<file path="src/design/fcp_pkg.sv">
package fcp_pkg;

    // ------------------------------------------------------------------
    // Register map (word addresses, one per register)
    // ------------------------------------------------------------------
    localparam logic [3:0] FCP_OFF_MODE     = 4'h0; // Mode and control flags.
    localparam logic [3:0] FCP_OFF_SECTOR   = 4'h1; // Sector, count, size.
    localparam logic [3:0] FCP_OFF_SEEK     = 4'h2; // Seek offset and step interval.
    localparam logic [3:0] FCP_OFF_PERP     = 4'h3; // Perpendicular mode bits.
    localparam logic [3:0] FCP_OFF_CMD      = 4'h4; // Command launch.
    localparam logic [3:0] FCP_OFF_STATUS   = 4'h5; // Live status.
    localparam logic [3:0] FCP_OFF_RESULT   = 4'h6; // Four result bytes.
    localparam logic [3:0] FCP_OFF_DATA     = 4'h7; // Programmed data port.

    // ------------------------------------------------------------------
    // Mode register bit positions
    // ------------------------------------------------------------------
    localparam int FCP_B_NON_DMA   = 0;
    localparam int FCP_B_BYPASS    = 1;
    localparam int FCP_B_POLL_DIS  = 2;
    localparam int FCP_B_MULTI_TRK = 3;
    localparam int FCP_B_DDENS     = 4;
    localparam int FCP_B_VCOUNT    = 5;
    localparam int FCP_B_PREERASE  = 6;
    localparam int FCP_B_PERMIT    = 7;
    localparam int FCP_B_RATE      = 8;  // Two bits of data rate code.
    localparam int FCP_B_PRECOMP   = 16; // Eight bits of precomp start track.

    // ------------------------------------------------------------------
    // Reset values and timing
    // ------------------------------------------------------------------
    localparam logic [31:0] FCP_RST_MODE    = 32'h0000_0010;
    localparam logic [7:0]  FCP_RST_SECTOR  = 8'h01;
    localparam logic [7:0]  FCP_RST_SPT     = 8'h09;
    localparam logic [2:0]  FCP_RST_SIZE    = 3'h2;
    localparam logic [3:0]  FCP_RST_STEP    = 4'h0;
    localparam int          FCP_CLK_MHZ     = 250;
    localparam real         FCP_STEP_UNIT_US = 500.0; // 0.5 ms at 1 Mbit.
    localparam int          FCP_STEP_UNIT_CYC = int'(FCP_STEP_UNIT_US * FCP_CLK_MHZ);
    localparam int          FCP_POLL_US     = 1000;
    localparam int          FCP_POLL_CYC    = FCP_POLL_US * FCP_CLK_MHZ;
    localparam int          FCP_BYTE_CYC    = 16; // Cycles per simulated media byte.
    localparam logic [3:0]  FCP_PREERASE_CYC = 4'h8;

    // Commands.
    typedef enum logic [2:0] {
        FCP_CMD_READ     = 3'h0,
        FCP_CMD_READ_DEL = 3'h1,
        FCP_CMD_WRITE    = 3'h2,
        FCP_CMD_FORMAT   = 3'h3,
        FCP_CMD_VERIFY   = 3'h4,
        FCP_CMD_RSEEK    = 3'h5,
        FCP_CMD_SENSE    = 3'h6
    } fcp_cmd_e;

    // Sequencer states, one-hot.
    typedef enum logic [4:0] {
        FCP_IDLE   = 5'b00001,
        FCP_SECTOR = 5'b00010,
        FCP_XFER   = 5'b00100,
        FCP_STEP   = 5'b01000,
        FCP_RESULT = 5'b10000
    } fcp_state_e;

    // Avalon-MM request.
    typedef struct packed {
        logic        read;
        logic        write;
        logic [3:0]  address;
        logic [31:0] writedata;
    } fcp_bus_s;

    // Result bytes.
    typedef struct packed {
        logic [7:0] byte3;
        logic [7:0] byte2;
        logic [7:0] byte1;
        logic [7:0] byte0;
    } fcp_result_s;

endpackage : fcp_pkg

</file>
<file path="src/design/fcp_top.sv">
// Register access over Avalon-MM and the register addresses were chosen for this implementation.
`timescale 1ns/1ps
// Functional notes
// - Non-DMA flag set uses programmed transfers
// - Non-DMA raises interrupt per data byte
// - DMA mode uses request and acknowledge
// - Perpendicular low bits writable only when permitted
// - Sense command reports current cylinder
// - Polling disable flag stops drive polling
// - Precomp start track spans full byte
// - Sector number gives first sector
// - Relative seek adds offset to cylinder
// - Sector count bounds format and counted verify
// - Bypass set skips deleted sectors on read
// - Read-deleted with bypass touches deleted only
// - Bypass clear transfers all sectors
// - Step interval 0.5 to 8 ms at rate code 0; doubles per higher rate code
// - Four result bytes held for host
// - Pre-erase flag delays write enable
// - Size code gives 128 shifted bytes
// - Multi-track continues onto head one
// - Density bit selects DOUBLE_DENSITY_SELECT or FM
module fcp_top
    import fcp_pkg::*;
(
    input  wire logic        i_ref_clk,     // 250 MHz clock.
    input  wire logic        i_rst_n,       // Synchronous reset, active low.
    input  wire fcp_bus_s    i_bus,         // Avalon-MM request.
    output logic [31:0]      o_readdata,    // Avalon-MM read data.
    output logic             o_waitrequest, // Avalon-MM wait.
    input  wire logic        i_dma_acknowledge, // DMA acknowledge pin, active high.
    input  wire logic        i_deleted_mark,    // Drive reports deleted mark on sector.
    output logic             o_dma_request, // DMA request.
    output logic             o_host_irq,    // Per-byte service request.
    output logic             o_step,        // Step pulse to drive.
    output logic             o_write_enable,// Write enable to drive.
    output logic             o_head_sel,    // Head select.
    output logic             o_poll_active, // One-cycle pulse per polling period.
    output logic             o_mfm          // Double density selected.
);

    // ------------------------------------------------------------------
    // Registers and pin synchronisers
    // ------------------------------------------------------------------
    logic [31:0] mode, next_mode;
    logic [7:0]  sector_start, next_sector_start, sectors_per_track, next_sectors_per_track;
    logic [2:0]  size_code, next_size_code;
    logic [7:0]  relative_cylinder_offset, next_relative_cylinder_offset;
    logic [3:0]  step_interval, next_step_interval, perp_bits, next_perp_bits;
    logic [7:0]  current_cylinder, next_current_cylinder;
    fcp_result_s result, next_result;
    fcp_state_e  state, next_state;
    fcp_cmd_e    cmd, next_cmd;
    logic [7:0]  sector, next_sector, done_cnt, next_done_cnt, data_q, next_data_q;
    logic [14:0] byte_cnt, next_byte_cnt;
    logic [31:0] timer, next_timer, poll_cnt, next_poll_cnt;
    logic        head, next_head, dma_req, next_dma_req, irq, next_irq;
    logic        step_q, next_step_q, we, next_we, ack_pend, next_ack_pend;
    logic        waitreq, next_waitreq, poll, next_poll;
    logic [31:0] rdata, next_rdata;
    logic [1:0]  dma_acknowledge_sync, del_sync;
    logic        dma_acknowledge, delm;

    // Two flip-flops on the acknowledge and deleted-mark pins before any logic reads them.
    always_ff @(posedge i_ref_clk) begin
        if (!i_rst_n) begin
            dma_acknowledge_sync <= 2'h0;
            del_sync  <= 2'h0;
        end else begin
            dma_acknowledge_sync <= {dma_acknowledge_sync[0], i_dma_acknowledge};
            del_sync  <= {del_sync[0], i_deleted_mark};
        end
    end
    assign dma_acknowledge = dma_acknowledge_sync[1];
    assign delm = del_sync[1];

    // ------------------------------------------------------------------
    // Bus slave and sequencer
    // ------------------------------------------------------------------
    logic        wr, rd, non_dma, bypass, is_rw;
    logic [14:0] sec_bytes;
    logic [31:0] step_cyc;
    assign wr      = i_bus.write & waitreq;
    assign rd      = i_bus.read & waitreq;
    assign non_dma = mode[FCP_B_NON_DMA];
    assign bypass  = mode[FCP_B_BYPASS];
    assign is_rw   = (cmd == FCP_CMD_READ) || (cmd == FCP_CMD_READ_DEL)
                  || (cmd == FCP_CMD_WRITE);
    // Sector size is 128 shifted by the size code.
    assign sec_bytes = 15'h0080 << size_code;
    // Step time in cycles; each higher rate code doubles it.
    assign step_cyc = (32'(step_interval) + 32'h1) * 32'(FCP_STEP_UNIT_CYC)
                      << mode[FCP_B_RATE +: 2];

    // Waitrequest drops for one cycle per access, so every access takes two cycles.
    always_comb begin
        next_mode = mode;
        next_sector_start = sector_start;
        next_sectors_per_track = sectors_per_track;
        next_size_code = size_code;
        next_relative_cylinder_offset = relative_cylinder_offset;
        next_step_interval = step_interval;
        next_perp_bits = perp_bits;
        next_current_cylinder = current_cylinder;
        next_result = result;
        next_state = state;
        next_cmd = cmd;
        next_sector = sector;
        next_done_cnt = done_cnt;
        next_data_q = data_q;
        next_byte_cnt = byte_cnt;
        next_timer = timer;
        next_head = head;
        next_dma_req = dma_req;
        next_irq = irq;
        next_step_q = 1'b0;
        next_we = 1'b0;
        next_ack_pend = ack_pend;
        next_waitreq = 1'b1;
        next_rdata = rdata;
        if ((i_bus.read | i_bus.write) && waitreq) begin
            next_waitreq = 1'b0;
        end
        // Settings persist until software writes them again.
        if (wr) begin
            case (i_bus.address)
                FCP_OFF_MODE: next_mode = i_bus.writedata;
                FCP_OFF_SECTOR: begin
                    next_sector_start = i_bus.writedata[7:0];
                    next_sectors_per_track = i_bus.writedata[15:8];
                    next_size_code = i_bus.writedata[18:16];
                end
                FCP_OFF_SEEK: begin
                    next_relative_cylinder_offset = i_bus.writedata[7:0];
                    next_step_interval = i_bus.writedata[11:8];
                end
                FCP_OFF_PERP: begin
                    if (mode[FCP_B_PERMIT]) begin
                        next_perp_bits = i_bus.writedata[3:0];
                    end
                end
                FCP_OFF_CMD: begin
                    if (state == FCP_IDLE) begin
                        next_cmd = fcp_cmd_e'(i_bus.writedata[2:0]);
                        next_sector = sector_start;
                        next_head = 1'b0;
                        next_done_cnt = 8'h00;
                        next_state = FCP_SECTOR;
                    end
                end
                FCP_OFF_DATA: begin
                    next_data_q = i_bus.writedata[7:0];
                    next_ack_pend = 1'b1;
                end
                default: ;
            endcase
        end
        if (rd) begin
            case (i_bus.address)
                FCP_OFF_MODE:   next_rdata = mode;
                FCP_OFF_SECTOR: next_rdata = {13'h0, size_code, sectors_per_track, sector_start};
                FCP_OFF_SEEK:   next_rdata = {20'h0, step_interval, relative_cylinder_offset};
                FCP_OFF_PERP:   next_rdata = {28'h0, perp_bits};
                FCP_OFF_STATUS: next_rdata = {8'h0, current_cylinder, sector, 3'h0, state};
                FCP_OFF_RESULT: next_rdata = result;
                FCP_OFF_DATA: begin
                    next_rdata = {24'h0, data_q};
                    next_ack_pend = 1'b1;
                end
                default: next_rdata = 32'h0;
            endcase
        end
        case (state)
            // A data access outside a transfer must not pre-acknowledge the next one.
            FCP_IDLE: next_ack_pend = 1'b0;
            FCP_SECTOR: begin
                next_byte_cnt = sec_bytes;
                next_timer = 32'(FCP_PREERASE_CYC);
                if (cmd == FCP_CMD_RSEEK) begin
                    next_timer = step_cyc;
                    next_state = FCP_STEP;
                end else if (cmd == FCP_CMD_SENSE) begin
                    next_result.byte1 = current_cylinder;
                    next_state = FCP_RESULT;
                end else if (is_rw && bypass && (delm != (cmd == FCP_CMD_READ_DEL))) begin
                    // Skip the mismatching sector without transfer.
                    next_sector = sector + 8'h01;
                    next_done_cnt = done_cnt + 8'h01;
                    if (done_cnt + 8'h01 >= sectors_per_track) begin
                        next_state = FCP_RESULT;
                    end
                end else begin
                    next_state = FCP_XFER;
                end
            end
            FCP_XFER: begin
                if (timer != 32'h0) begin
                    next_timer = timer - 32'h1;
                end
                // Pre-erase delays the write enable.
                next_we = (cmd == FCP_CMD_WRITE || cmd == FCP_CMD_FORMAT)
                          && (!mode[FCP_B_PREERASE] || timer == 32'h0);
                if (!dma_req && !irq && !ack_pend) begin
                    if (non_dma) begin
                        next_irq = 1'b1;
                    end else if (!dma_acknowledge) begin
                        // Wait for the old answer to drop, so it cannot ack this one.
                        next_dma_req = 1'b1;
                    end
                end
                if ((dma_req && dma_acknowledge) || (irq && ack_pend)) begin
                    next_dma_req = 1'b0;
                    next_irq = 1'b0;
                    // A data access in this very cycle is kept: the set wins.
                    next_ack_pend = (rd | wr) && (i_bus.address == FCP_OFF_DATA);
                    next_byte_cnt = byte_cnt - 15'h1;
                    if (byte_cnt == 15'h1) begin
                        next_done_cnt = done_cnt + 8'h01;
                        next_sector = sector + 8'h01;
                        next_state = FCP_SECTOR;
                        // Count limit bounds format and counted verify.
                        if (done_cnt + 8'h01 >= sectors_per_track
                            && (cmd != FCP_CMD_VERIFY || mode[FCP_B_VCOUNT])) begin
                            next_state = FCP_RESULT;
                            if (mode[FCP_B_MULTI_TRK] && !head && is_rw) begin
                                // Roll onto head one's first sector.
                                next_head = 1'b1;
                                next_sector = 8'h01;
                                next_done_cnt = 8'h00;
                                next_state = FCP_SECTOR;
                            end
                        end
                    end
                end
            end
            FCP_STEP: begin
                next_timer = timer - 32'h1;
                if (timer == 32'h1) begin
                    next_step_q = 1'b1;
                    // Offset adds to present cylinder.
                    next_current_cylinder = current_cylinder + relative_cylinder_offset;
                    next_state = FCP_RESULT;
                end
            end
            FCP_RESULT: begin
                next_result.byte0 = {3'h0, head, 1'b0, 3'h0};
                next_result.byte2 = sector;
                next_result.byte3 = {1'b0, perp_bits, 3'h0};
                if (cmd != FCP_CMD_SENSE) begin
                    next_result.byte1 = done_cnt;
                end
                next_state = FCP_IDLE;
            end
            default: next_state = FCP_IDLE;
        endcase
    end

    always_ff @(posedge i_ref_clk) begin
        if (!i_rst_n) begin
            mode <= FCP_RST_MODE;
            sector_start <= FCP_RST_SECTOR;
            sectors_per_track <= FCP_RST_SPT;
            size_code <= FCP_RST_SIZE;
            relative_cylinder_offset <= 8'h00;
            step_interval <= FCP_RST_STEP;
            perp_bits <= 4'h0;
            current_cylinder <= 8'h00;
            result <= '0;
            state <= FCP_IDLE;
            cmd <= FCP_CMD_READ;
            sector <= 8'h00;
            done_cnt <= 8'h00;
            data_q <= 8'h00;
            byte_cnt <= 15'h0;
            timer <= 32'h0;
            head <= 1'b0;
            dma_req <= 1'b0;
            irq <= 1'b0;
            step_q <= 1'b0;
            we <= 1'b0;
            ack_pend <= 1'b0;
            waitreq <= 1'b1;
            rdata <= 32'h0;
        end else begin
            mode <= next_mode;
            sector_start <= next_sector_start;
            sectors_per_track <= next_sectors_per_track;
            size_code <= next_size_code;
            relative_cylinder_offset <= next_relative_cylinder_offset;
            step_interval <= next_step_interval;
            perp_bits <= next_perp_bits;
            current_cylinder <= next_current_cylinder;
            result <= next_result;
            state <= next_state;
            cmd <= next_cmd;
            sector <= next_sector;
            done_cnt <= next_done_cnt;
            data_q <= next_data_q;
            byte_cnt <= next_byte_cnt;
            timer <= next_timer;
            head <= next_head;
            dma_req <= next_dma_req;
            irq <= next_irq;
            step_q <= next_step_q;
            we <= next_we;
            ack_pend <= next_ack_pend;
            waitreq <= next_waitreq;
            rdata <= next_rdata;
        end
    end

    // ------------------------------------------------------------------
    // Drive polling
    // ------------------------------------------------------------------
    // Polling runs only while idle and not disabled.
    always_comb begin
        next_poll_cnt = poll_cnt + 32'h1;
        next_poll = 1'b0;
        if (mode[FCP_B_POLL_DIS] || state != FCP_IDLE) begin
            next_poll_cnt = 32'h0;
        end else if (poll_cnt >= 32'(FCP_POLL_CYC) - 32'h1) begin
            next_poll_cnt = 32'h0;
            next_poll = 1'b1;
        end
    end

    always_ff @(posedge i_ref_clk) begin
        if (!i_rst_n) begin
            poll_cnt <= 32'h0;
            poll <= 1'b0;
        end else begin
            poll_cnt <= next_poll_cnt;
            poll <= next_poll;
        end
    end

    assign o_readdata     = rdata;
    assign o_waitrequest  = waitreq;
    assign o_dma_request  = dma_req;
    assign o_host_irq     = irq;
    assign o_step         = step_q;
    assign o_write_enable = we;
    assign o_head_sel     = head;
    assign o_poll_active  = poll;
    assign o_mfm          = mode[FCP_B_DDENS];

    // ------------------------------------------------------------------
    // Checks
    // ------------------------------------------------------------------
    property p_perm;
        @(posedge i_ref_clk) disable iff (!i_rst_n)
        !mode[FCP_B_PERMIT] |=> $stable(perp_bits);
    endproperty
    a_perm: assert property (p_perm) else $error("perp bits changed without permit");

    property p_nodma;
        @(posedge i_ref_clk) disable iff (!i_rst_n)
        non_dma |-> !o_dma_request || $past(!non_dma);
    endproperty
    a_nodma: assert property (p_nodma) else $error("dma request in non-dma mode");

    property p_irq;
        @(posedge i_ref_clk) disable iff (!i_rst_n)
        (state == FCP_XFER && non_dma && !irq && !ack_pend) |=> irq;
    endproperty
    a_irq: assert property (p_irq) else $error("no per-byte interrupt");

    property p_dma;
        @(posedge i_ref_clk) disable iff (!i_rst_n)
        (dma_req && dma_acknowledge && state == FCP_XFER) |=> !dma_req;
    endproperty
    a_dma: assert property (p_dma) else $error("dma request not dropped");

    property p_dma_rise;
        @(posedge i_ref_clk) disable iff (!i_rst_n)
        $rose(dma_req) |-> !$past(dma_acknowledge);
    endproperty
    a_dma_rise: assert property (p_dma_rise) else $error("dma request under stale ack");

    property p_seek;
        @(posedge i_ref_clk) disable iff (!i_rst_n)
        (state == FCP_STEP && timer == 32'h1) |=>
            current_cylinder == $past(current_cylinder) + $past(relative_cylinder_offset);
    endproperty
    a_seek: assert property (p_seek) else $error("relative seek wrong");

    property p_poll;
        @(posedge i_ref_clk) disable iff (!i_rst_n)
        mode[FCP_B_POLL_DIS] |=> !o_poll_active;
    endproperty
    a_poll: assert property (p_poll) else $error("poll while disabled");

    property p_sense;
        @(posedge i_ref_clk) disable iff (!i_rst_n)
        (state == FCP_SECTOR && cmd == FCP_CMD_SENSE) |=> ##1 result.byte1 == current_cylinder;
    endproperty
    a_sense: assert property (p_sense) else $error("sense cylinder missing");

    property p_start;
        @(posedge i_ref_clk) disable iff (!i_rst_n)
        (wr && i_bus.address == FCP_OFF_CMD && state == FCP_IDLE) |=> sector == $past(sector_start);
    endproperty
    a_start: assert property (p_start) else $error("first sector wrong");

endmodule : fcp_top

</file>
<file path="config.mk">
export PLATFORM = sky130hd
export DESIGN_NAME = fcp_top
export DESIGN_NICKNAME = d
export VERILOG_FILES = /design/src/design/fcp_pkg.sv /design/src/design/fcp_top.sv
export SDC_FILE = /design/constraint.sdc
export NUM_CORES = 1
export LEC_CHECK = 0
export ABC_AREA = 1
export ABC_CLOCK_PERIOD_IN_PS = 5200
export BUFFER_PORTS_ARGS = -buffer_cell sky130_fd_sc_hd__buf_4
export CORE_MARGIN = 3
export CORE_UTILIZATION = 45
export DETAILED_ROUTE_END_ITERATION = 16
export PLACE_DENSITY = 0.68
export SLEW_MARGIN = 20
export SYNTH_ARGS = -nofsm -noshare
export SYNTH_HDL_FRONTEND = slang
export SYNTH_SLANG_ARGS = --single-unit
</file>
<file path="constraint.sdc">
create_clock -name i_ref_clk -period 5.2 [get_ports i_ref_clk]
set_input_delay 1.04 -clock i_ref_clk [delete_from_list [all_inputs] [get_ports i_ref_clk]]
set_output_delay 1.04 -clock i_ref_clk [all_outputs]
set_load 0.05 [all_outputs]
</file>
==> results of run 1 <==
## layout make-up
cell class	count	area, um2	share of cell area
clock buffers	38	798.3	0.05283
well taps	384	480.5	0.03180
inverters	279	1052	0.06964
flip-flops and latches	251	5025	0.3325
multi-input cells	1307	6962	0.4607
clock inverters	11	107.6	0.007121
diodes	1	2.502	0.0001656
repair buffers	91	683.2	0.04521
## final timing paths
path / depth (start not counted) / to / slack (ns) / start
worst max-delay path: 20 / timer[21] / 0.70 / step_interval[0]
worst min-delay path: 2 / del_sync[1] / 0.43 / del_sync[0]
worst max register to register: 20 / timer[21] / 0.70 / step_interval[0]
worst min register to register: 2 / del_sync[1] / 0.43 / del_sync[0]
## tightest hold or removal path, stage by stage, from the launching register on
cell and delay [ns]:
dfxtp_1 0.31, nand2_1 0.05, inv_1 0.04
## through the flow
| stage | power (W) | utilization | setup slack (ns) | hold slack (ns) |
|---|---|---|---|---|
| 4_1_cts | 0.004184 | 0.5221 | 0.6919 | 0.4261 |
| 2_1_floorplan | 0.002150 | - | 1.446 | 0.3905 |
| 5_1_grt | 0.004289 | 0.5222 | 0.3224 | 0.4539 |
| 3_5_place_dp | 0.002240 | 0.4908 | 0.7301 | 0.4095 |
| 3_3_place_gp | 0.002238 | 0.4908 | 0.8787 | 0.4053 |
| 6_report | 0.004154 | 0.5222 | 0.6999 | 0.4263 |
## sequential cells by signal, indices dropped and copies added (netlist names), 5 cells and up
name,cells
mode,32
o_readdata,32
poll_cnt,32
timer,32
result,21
byte_cnt,15
current_cylinder,8
data_q,8
done_cnt,8
relative_cylinder_offset,8
sector,8
sector_start,8
sectors_per_track,8
state,5
## synth_stat cells, drive strengths merged
cell type  count
a311oi         1
or2            4
a221oi         5
nand2        316
fa             7
and2           1
o311ai         1
clkbuf        54
a31oi         16
xnor2          9
and3           2
nor4           7
buf           19
o21a           1
o221ai         9
a21oi        213
o31ai          3
nor2         192
nand3        118
nor3b          1
mux2i          1
o221a          1
o2111ai        2
o21bai         1
ha            47
nor3          33
o211ai        13
dfxtp        251
clkinv         6
conb           1
nand4         25
inv          273
o21ai        175
a41oi          2
a21o           1
o22ai         35
a22oi          3
a211oi        14
xor2          34
## layer usage
layer / GRT usage / share of wire / vias to the layer above
li1: - / - / 6405
met1: 0.3170 / 0.44 / 5919
met2: 0.3751 / 0.44 / 460
met3: 0.04853 / 0.082 / 78
met4: 0.07755 / 0.031 / 0
met5: 0 / 0 / -
## logic make-up (layout without fill, tap and decap cells)
logic type      after synthesis  in the layout  synth area share
compound gates              496            496            0.2038
xor+xnor                     43             43           0.02825
fa+ha+maj                    54             54           0.05462
buf+inv                     352            419            0.1046
flops                       251            251            0.3769
mux                           1              1         0.0007509
other cells                   1             15         0.0002813
simple gates                699            699            0.2308
## power by group
| part | switching [W] | leakage (nW) | internal, W | total, W |
|---|---|---|---|---|
| combinational | 0.000169 | 4.10 | 0.0000732 | 0.000243 |
| clock | 0.000828 | 0.450 | 0.00112 | 0.00195 |
| sequential | 0.0000140 | 2.03 | 0.00195 | 0.00196 |
==> metrics.txt, run 1 <==
status=completed; synthesized area=0.01333 mm2; worst-case clock buffer depth=3; Tightest Pin Transition=1.029 ns; global-route wire length before repair=60720 um; P per Cell Area=274.9 mW/mm2; Tcrit/Tclk final=0.8654; worst endpoint required time=5.65 ns; Worst-path clk slew=0.06 ns; Worst Path Buf+Inv=4; FP Rows=62; design area=0.01511 mm2; initial antenna violation count=1; non-filler cells, final=2362; CP max-delay cell=dfxtp_1; Rel. slew slack=0.3141; final hold vios=0; DR iter-0 viols=1225; Die Width=178.1 um; Worst Hold Class=register to register; Warnings, synthesis=0; RSZ-0062 raised after global routing=no; CTS-repair resized insts=0; post-synthesis cell count=1897; Syn-to-layout area delta=13.35%; Max Transition Viols Final=0; crit start category=register; crit-path cells=ha_1 -> nor2_1 -> nor2_1 -> inv_1 -> fa_1 -> fa_1 -> inv_1 -> ha_1 -> ha_1 -> nand2_1 -> inv_1 -> nand3_1 -> nor2_1 -> nand4_1 -> nand3_1 -> nand3_1 -> nand3_1 -> nand3_1 -> nand2_1 -> inv_1; via count=12860; Final min period=4.500 ns; Root Driver=clkbuf_16; DRC=0; Leakage=6.585 nW; wire per inst=16.07 um; vias in the first global route=11830; max-cap check violation count=0; Area contributors post-synth=dfxtp_1 38%, nand2_1 8.8%, a21oi_1 8.0%; post-synth top area share=0.3769; TritonCTS clock tree=built; hold_buf cts=0; Routed WL=37950 um; grt ovf=0; hpwl dp=27470 um; final-layout fill cell count=2828; Sink Count=251; number of buffers added on ports=81; CTS H-Tree Depth=1; Vias/cell=5.445; most frequent CP cell=nand3_1; largest net degree at the start of global routing=79; # setup viols final=0; post-CTS setup buffers=0; Clk Latency, worst-skew pair=0.57 ns; most frequent cells in the layout=312 x nand2_1, 256 x inv_1, 251 x dfxtp_1, 213 x a21oi_1, 178 x nor2_1; GP Congestion=0.9148; skew final=0.01804 ns; Die ar.=0.03173 mm2; critical path endpoint category=register; nets=2054; maximum vdd drop=0.2676 mV; crit-path max cell delay=0.67 ns; Initial Util=0.4607; Synth cell types=56; core region area=0.02894 mm2; Die Ht=178.1 um; FMAX=222.2 MHz; IO Pins=82; cts bufs inserted=28; Area after DPL=0.01420 mm2; commonest non-fill, non-tap cell in the layout=nand2_1; layout cells sized above 1=0.09611; crit-path max FO=13; Inst Count DP=2312; post-synthesis register bit count=251; total track usage=0.2348; worst setup path class=register to register; CP top delay family=adder cells; crit path DAT=4.95 ns; area leader, netlist=dfxtp_1; Setup TNS=0 ns; Detailed Routing Iterations Pass 1=6; Seq/Total Area, Yosys=0.3769; Avg Inst Size Synth=7.028 um2; Final ANT Viol Nets=0
(Power assumes the default switching activity.)
==> run 2, diff against run 1 <==
- RECOVER_POWER: not set -> 50
==> metrics.txt, run 2 (same netlist as run 1, synthesis figures left out) <==
Initial Util=0.4607 (unchanged); core region area=0.02894 mm2 (unchanged); Syn-to-layout area delta=12.07% (was 13.35%); Sink Count=251 (unchanged); initial antenna violation count=1 (unchanged); max-cap check violation count=4 (was 0); total track usage=0.2348 (unchanged); worst setup path class=input pin to register (was register to register); number of buffers added on ports=81 (unchanged); crit path DAT=5.11 ns (was 4.95 ns); Clk Latency, worst-skew pair=0.57 ns (about the same); status=finished, violations left (was completed); hold_buf cts=0 (unchanged); maximum vdd drop=0.2702 mV (was 0.2676 mV); IO Pins=82 (unchanged); skew final=0.01900 ns (was 0.01804 ns); cts bufs inserted=28 (unchanged); worst-case clock buffer depth=3 (unchanged); vias in the first global route=11830 (unchanged); commonest non-fill, non-tap cell in the layout=nand2_1 (unchanged); Hold Slack=0.4263 ns (about the same); RSZ-0062 raised after global routing=no (unchanged); post-CTS setup buffers=0 (unchanged); P per Cell Area=277.9 mW/mm2 (was 274.9 mW/mm2); Tightest Pin Transition=2.508 ns (was 1.029 ns); DR iter-0 viols=1227 (was 1225); layout cells sized above 1=0.07284 (was 0.09611); Die ar.=0.03173 mm2 (unchanged); failing checks=capacitance limit, slew limit; crit-path max FO=78 (was 13); GP Congestion=0.9148 (unchanged); critical path endpoint category=register (unchanged); crit-path cells=clkbuf_1 -> clkinv_1 -> clkbuf_2 -> a21oi_1 -> inv_1 -> a21oi_1 (was ha_1 -> nor2_1 -> nor2_1 -> inv_1 -> fa_1 -> fa_1 -> inv_1 -> ha_1 -> ha_1 -> nand2_1 -> inv_1 -> nand3_1 -> nor2_1 -> nand4_1 -> nand3_1 -> nand3_1 -> nand3_1 -> nand3_1 -> nand2_1 -> inv_1); Vias/cell=5.442 (was 5.445); Max Transition Viols Final=218 (was 0); CTS-repair resized insts=0 (unchanged); Worst Hold Class=register to register (unchanged); CP max-delay cell=clkbuf_1 (was dfxtp_1); Setup TNS=0 ns (unchanged); nets=2054 (unchanged); grt ovf=0 (unchanged); Worst Setup SP=i_rst_n (was step_interval[0]); global-route wire length before repair=60720 um (unchanged); R2R cell count=20 (unchanged); Routed WL=37870 um (was 37950 um); FMAX=216.3 MHz (was 222.2 MHz); Rel. slew slack=-0.6720 (was 0.3141); crit start category=input pin (was register); Die Ht=178.1 um (unchanged); hpwl dp=27470 um (unchanged); Tcrit/Tclk final=0.8890 (was 0.8654); largest net degree at the start of global routing=79 (unchanged); hold path depth=2 (unchanged); RR Startpoint=step_interval[0] (unchanged); Root Driver=clkbuf_16 (unchanged); Worst-path clk slew=0.06 ns (about the same); TritonCTS clock tree=built (unchanged); Final min period=4.623 ns (was 4.500 ns); most frequent cells in the layout=312 x nand2_1, 256 x inv_1, 251 x dfxtp_1, 213 x a21oi_1, 179 x nor2_1 (was 312 x nand2_1, 256 x inv_1, 251 x dfxtp_1, 213 x a21oi_1, 178 x nor2_1); CTS H-Tree Depth=1 (unchanged); Final ANT Viol Nets=0 (unchanged); Leakage=6.399 nW (was 6.585 nW); hold_sp=del_sync[0] (unchanged); Inst Count DP=2312 (unchanged); wire per inst=16.03 um (was 16.07 um); Die Width=178.1 um (unchanged); # setup viols final=0 (unchanged); final hold vios=0 (unchanged); crit-path max cell delay=1.75 ns (was 0.67 ns); most frequent CP cell=a21oi_1 (was nand3_1); DRC=0 (unchanged); non-filler cells, final=2362 (unchanged); Detailed Routing Iterations Pass 1=6 (unchanged); via count=12850 (was 12860); FP Rows=62 (unchanged); worst endpoint required time=5.69 ns (was 5.65 ns)
run 2: changes by cell type in the layout (fill, tap and decap cells not counted), sizes merged:
cell / delta
buf: -45
clkbuf: +45
inv: -1
clkinv: +1
run 2: worst paths after layout:
kind	slack (ns)	end
max	0.58	state[1]
min	0.43	del_sync[1]
max reg2reg	0.66	timer[21]
min reg2reg	0.43	del_sync[1]
run 2: worst max-delay path, delay by kind of cell:
family                 cells  cell delay [ns]
buffers and inverters      4             3.29
AO/OA/AOI/OAI              2             0.69
run 2: per-stage QoR:
step                      setup slack, ns  area [um2]    util  power (W)
after CTS                          0.6919       15110  0.5221   0.004184
final                              0.5774       14940  0.5163   0.004153
after global routing               0.2116       14940  0.5163   0.004285
after floorplan                     1.446       13380       -   0.002150
after global placement             0.8787       14200  0.4908   0.002238
after detailed placement           0.7301       14200  0.4908   0.002240
run 2: routing by layer:
metal | vias up | global-route usage | part of all wire
met2 | 438 | 0.3751 | 0.44
met5 | - | 0 | 0
li1 | 6400 | - | -
met4 | 0 | 0.07755 | 0.032
met3 | 85 | 0.04853 | 0.079
met1 | 5931 | 0.3170 | 0.44
run 2: cell type report:
cell class	instances	area, um2
antenna	1	2.502
clock inverter	11	107.6
inverter	279	1052
sequential	251	5025
multi-input combinational	1307	6959
clock buffer	38	798.3
timing repair buffer	91	515.5
tap	384	480.5
fill	2876	13990
run 2: where the power goes:
part	switching, W	internal (W)	total (W)	leakage [nW]
Combinational	0.000169	0.0000698	0.000239	3.92
Clock	0.000830	0.00112	0.00195	0.450
Sequential	0.0000139	0.00195	0.00196	2.03
==> run 3, diff against run 2 <==
- ABC_CLOCK_PERIOD_IN_PS: 5200 -> 4800
- clock period: 5.2 -> 4.8 ns (I/O delays scaled with it)
==> metrics.txt, run 3 (same netlist as run 1, synthesis figures left out) <==
Final ANT Viol Nets=0 (unchanged); initial antenna violation count=1 (unchanged); Initial Util=0.4607 (unchanged); layout cells sized above 1=0.07529 (was 0.07284); Tcrit/Tclk final=0.8920; CP top delay family=adder cells (was buffers and inverters); skew final=0.02926 ns (was 0.01900 ns); total power=0.004741 W (was 0.004153 W); failing checks=capacitance limit, slew limit (unchanged); CTS-repair resized insts=0 (unchanged); Max Transition Viols Final=160 (was 218); Routed WL=38110 um (was 37870 um); GRT busiest layer=met2 (unchanged); Sink Count=251 (unchanged); Worst path depth=22 (was 6); Die Width=178.1 um (unchanged); crit start category=register (was input pin); dpl ws=0.6152 ns (was 0.7301 ns); most frequent CP cell=nand2_1 (was a21oi_1); Die Ht=178.1 um (unchanged); hold path depth=2 (unchanged); Tightest Pin Transition=1.809 ns (was 2.508 ns); Hold Slack=0.4245 ns (was 0.4263 ns); post-CTS setup buffers=0 (unchanged); hpwl dp=27630 um (was 27470 um); TritonCTS clock tree=built (unchanged); via count=12790 (was 12850); max-cap check violation count=3 (was 4); RR Startpoint=step_interval[1] (was step_interval[0]); Clk Latency, worst-skew pair=0.57 ns (about the same); r2r endpoint=timer[21] (unchanged); vias in the first global route=11890 (was 11830); CTS H-Tree Depth=1 (unchanged); wire per inst=16.12 um (was 16.03 um); grt ovf=0 (unchanged); setup slack after layout=0.5183 ns (was 0.5774 ns); FP Rows=62 (unchanged); hold_sp=del_sync[0] (unchanged); crit-path cells=ha_1 -> nand2_1 -> clkinv_1 -> nor2_1 -> inv_1 -> fa_1 -> fa_1 -> inv_1 -> ha_1 -> ha_1 -> nand2_1 -> inv_1 -> nand3_1 -> nor2_1 -> nor2_1 -> nand2_1 -> nand2_1 -> nand3_1 -> nand3_1 -> nand3_1 -> nand2_1 -> inv_1 (was clkbuf_1 -> clkinv_1 -> clkbuf_2 -> a21oi_1 -> inv_1 -> a21oi_1); DR iter-0 viols=1212 (was 1227); crit-path max cell delay=0.55 ns (was 1.75 ns); worst-case clock buffer depth=3 (unchanged); cts bufs inserted=28 (unchanged); worst setup path class=register to register (was input pin to register); Root Driver=clkbuf_16 (unchanged); worst endpoint required time=5.25 ns (was 5.69 ns); number of buffers added on ports=81 (unchanged); Worst Hold Class=register to register (unchanged); total track usage=0.2373 (was 0.2348); r2r setup slk=0.52 ns (was 0.66 ns); P per Cell Area=314.6 mW/mm2 (was 277.9 mW/mm2); met2 GRT Util=0.3848 (was 0.3751); crit-path max FO=8 (was 78); Worst Path Buf+Inv=5 (was 4); Syn-to-layout area delta=13.06% (was 12.07%); final hold vios=0 (unchanged); GP Congestion=0.9290 (was 0.9148); # setup viols final=0 (unchanged); global-route wire length before repair=61520 um (was 60720 um); most frequent cells in the layout=312 x nand2_1, 257 x inv_1, 251 x dfxtp_1, 213 x a21oi_1, 178 x nor2_1 (was 312 x nand2_1, 256 x inv_1, 251 x dfxtp_1, 213 x a21oi_1, 179 x nor2_1); Setup TNS=0 ns (unchanged); nets=2055 (was 2054); worst min-delay path endpoint=del_sync[1] (unchanged); Die ar.=0.03173 mm2 (unchanged); crit path DAT=4.73 ns (was 5.11 ns); FMAX=233.6 MHz; met3 usage=0.04193 (was 0.04853); largest net degree at the start of global routing=94 (was 79); DRC=0 (unchanged); met1 usage in global routing=0.3248 (was 0.3170); R2R cell count=22 (was 20); RSZ-0062 raised after global routing=no (unchanged); Rel. slew slack=-0.2057 (was -0.6720); core region area=0.02894 mm2 (unchanged); commonest non-fill, non-tap cell in the layout=nand2_1 (unchanged); Detailed Routing Iterations Pass 1=6 (unchanged); non-filler cells, final=2364 (was 2362); hold_buf cts=0 (unchanged); Inst Count DP=2313 (was 2312); Final min period=4.282 ns; critical path endpoint category=register (unchanged); IO Pins=82 (unchanged); status=finished, violations left (unchanged); Vias/cell=5.410 (was 5.442); final-layout fill cell count=2886 (was 2876); Leakage=6.461 nW (was 6.399 nW); Worst-path clk slew=0.06 ns (about the same); maximum vdd drop=0.3180 mV (was 0.2702 mV); CP max-delay cell=fa_1 (was clkbuf_1)
## run 3: worst max path at each step
stage	start	endpoint	slack [ns]
after floorplan	step_interval[0]	timer[22]	1.05
after global placement	step_interval[1]	timer[21]	0.72
after detailed placement	step_interval[1]	timer[21]	0.62
after CTS	step_interval[1]	timer[21]	0.57
after global routing	i_rst_n	poll_cnt[9]	0.21
final	step_interval[1]	timer[21]	0.52
## run 3: worst register-to-register path: stages (launching register included)
cell and delay [ns]:
dfxtp_1 0.36, ha_1 0.21, nand2_1 0.07, clkinv_1 0.11
nor2_1 0.45, inv_1 0.17, fa_1 0.52, fa_1 0.55
inv_1 0.04, ha_1 0.29, ha_1 0.33, nand2_1 0.09
inv_1 0.08, nand3_1 0.10, nor2_1 0.06, nor2_1 0.20
nand2_1 0.11, nand2_1 0.06, nand3_1 0.09, nand3_1 0.12
nand3_1 0.07, nand2_1 0.06, inv_1 0.04
## run 3: power by group
| group | total (W) | internal [W] | switching (W) |
|---|---|---|---|
| clock | 0.00236 | 0.00145 | 0.000909 |
| sequential | 0.00212 | 0.00211 | 0.0000145 |
| combinational | 0.000259 | 0.0000750 | 0.000184 |
## run 3: metrics by stage
step                area, um2    util
global route            15070  0.5209
floorplan               13380       -
detailed placement      14210  0.4911
global placement        14210  0.4911
finish                  15070  0.5209
CTS                     15230  0.5265
## run 3: area by class of cell
type | instances | area (um2) | share of cell area
inverters | 279 | 1052 | 0.06982
clock inverters | 12 | 215.2 | 0.01428
well taps | 384 | 480.5 | 0.03188
flip-flops and latches | 251 | 5025 | 0.3334
repair buffers | 92 | 526.8 | 0.03495
clock buffers | 38 | 808.3 | 0.05363
multi-input cells | 1307 | 6962 | 0.4619
diodes | 1 | 2.502 | 0.0001660
## run 3: metal layers
layer  part of all wire  vias to the layer above
met2               0.45                      398
met5                  0                        -
met1               0.45                     5904
li1                   -                     6410
met4              0.028                        0
met3              0.073                       77
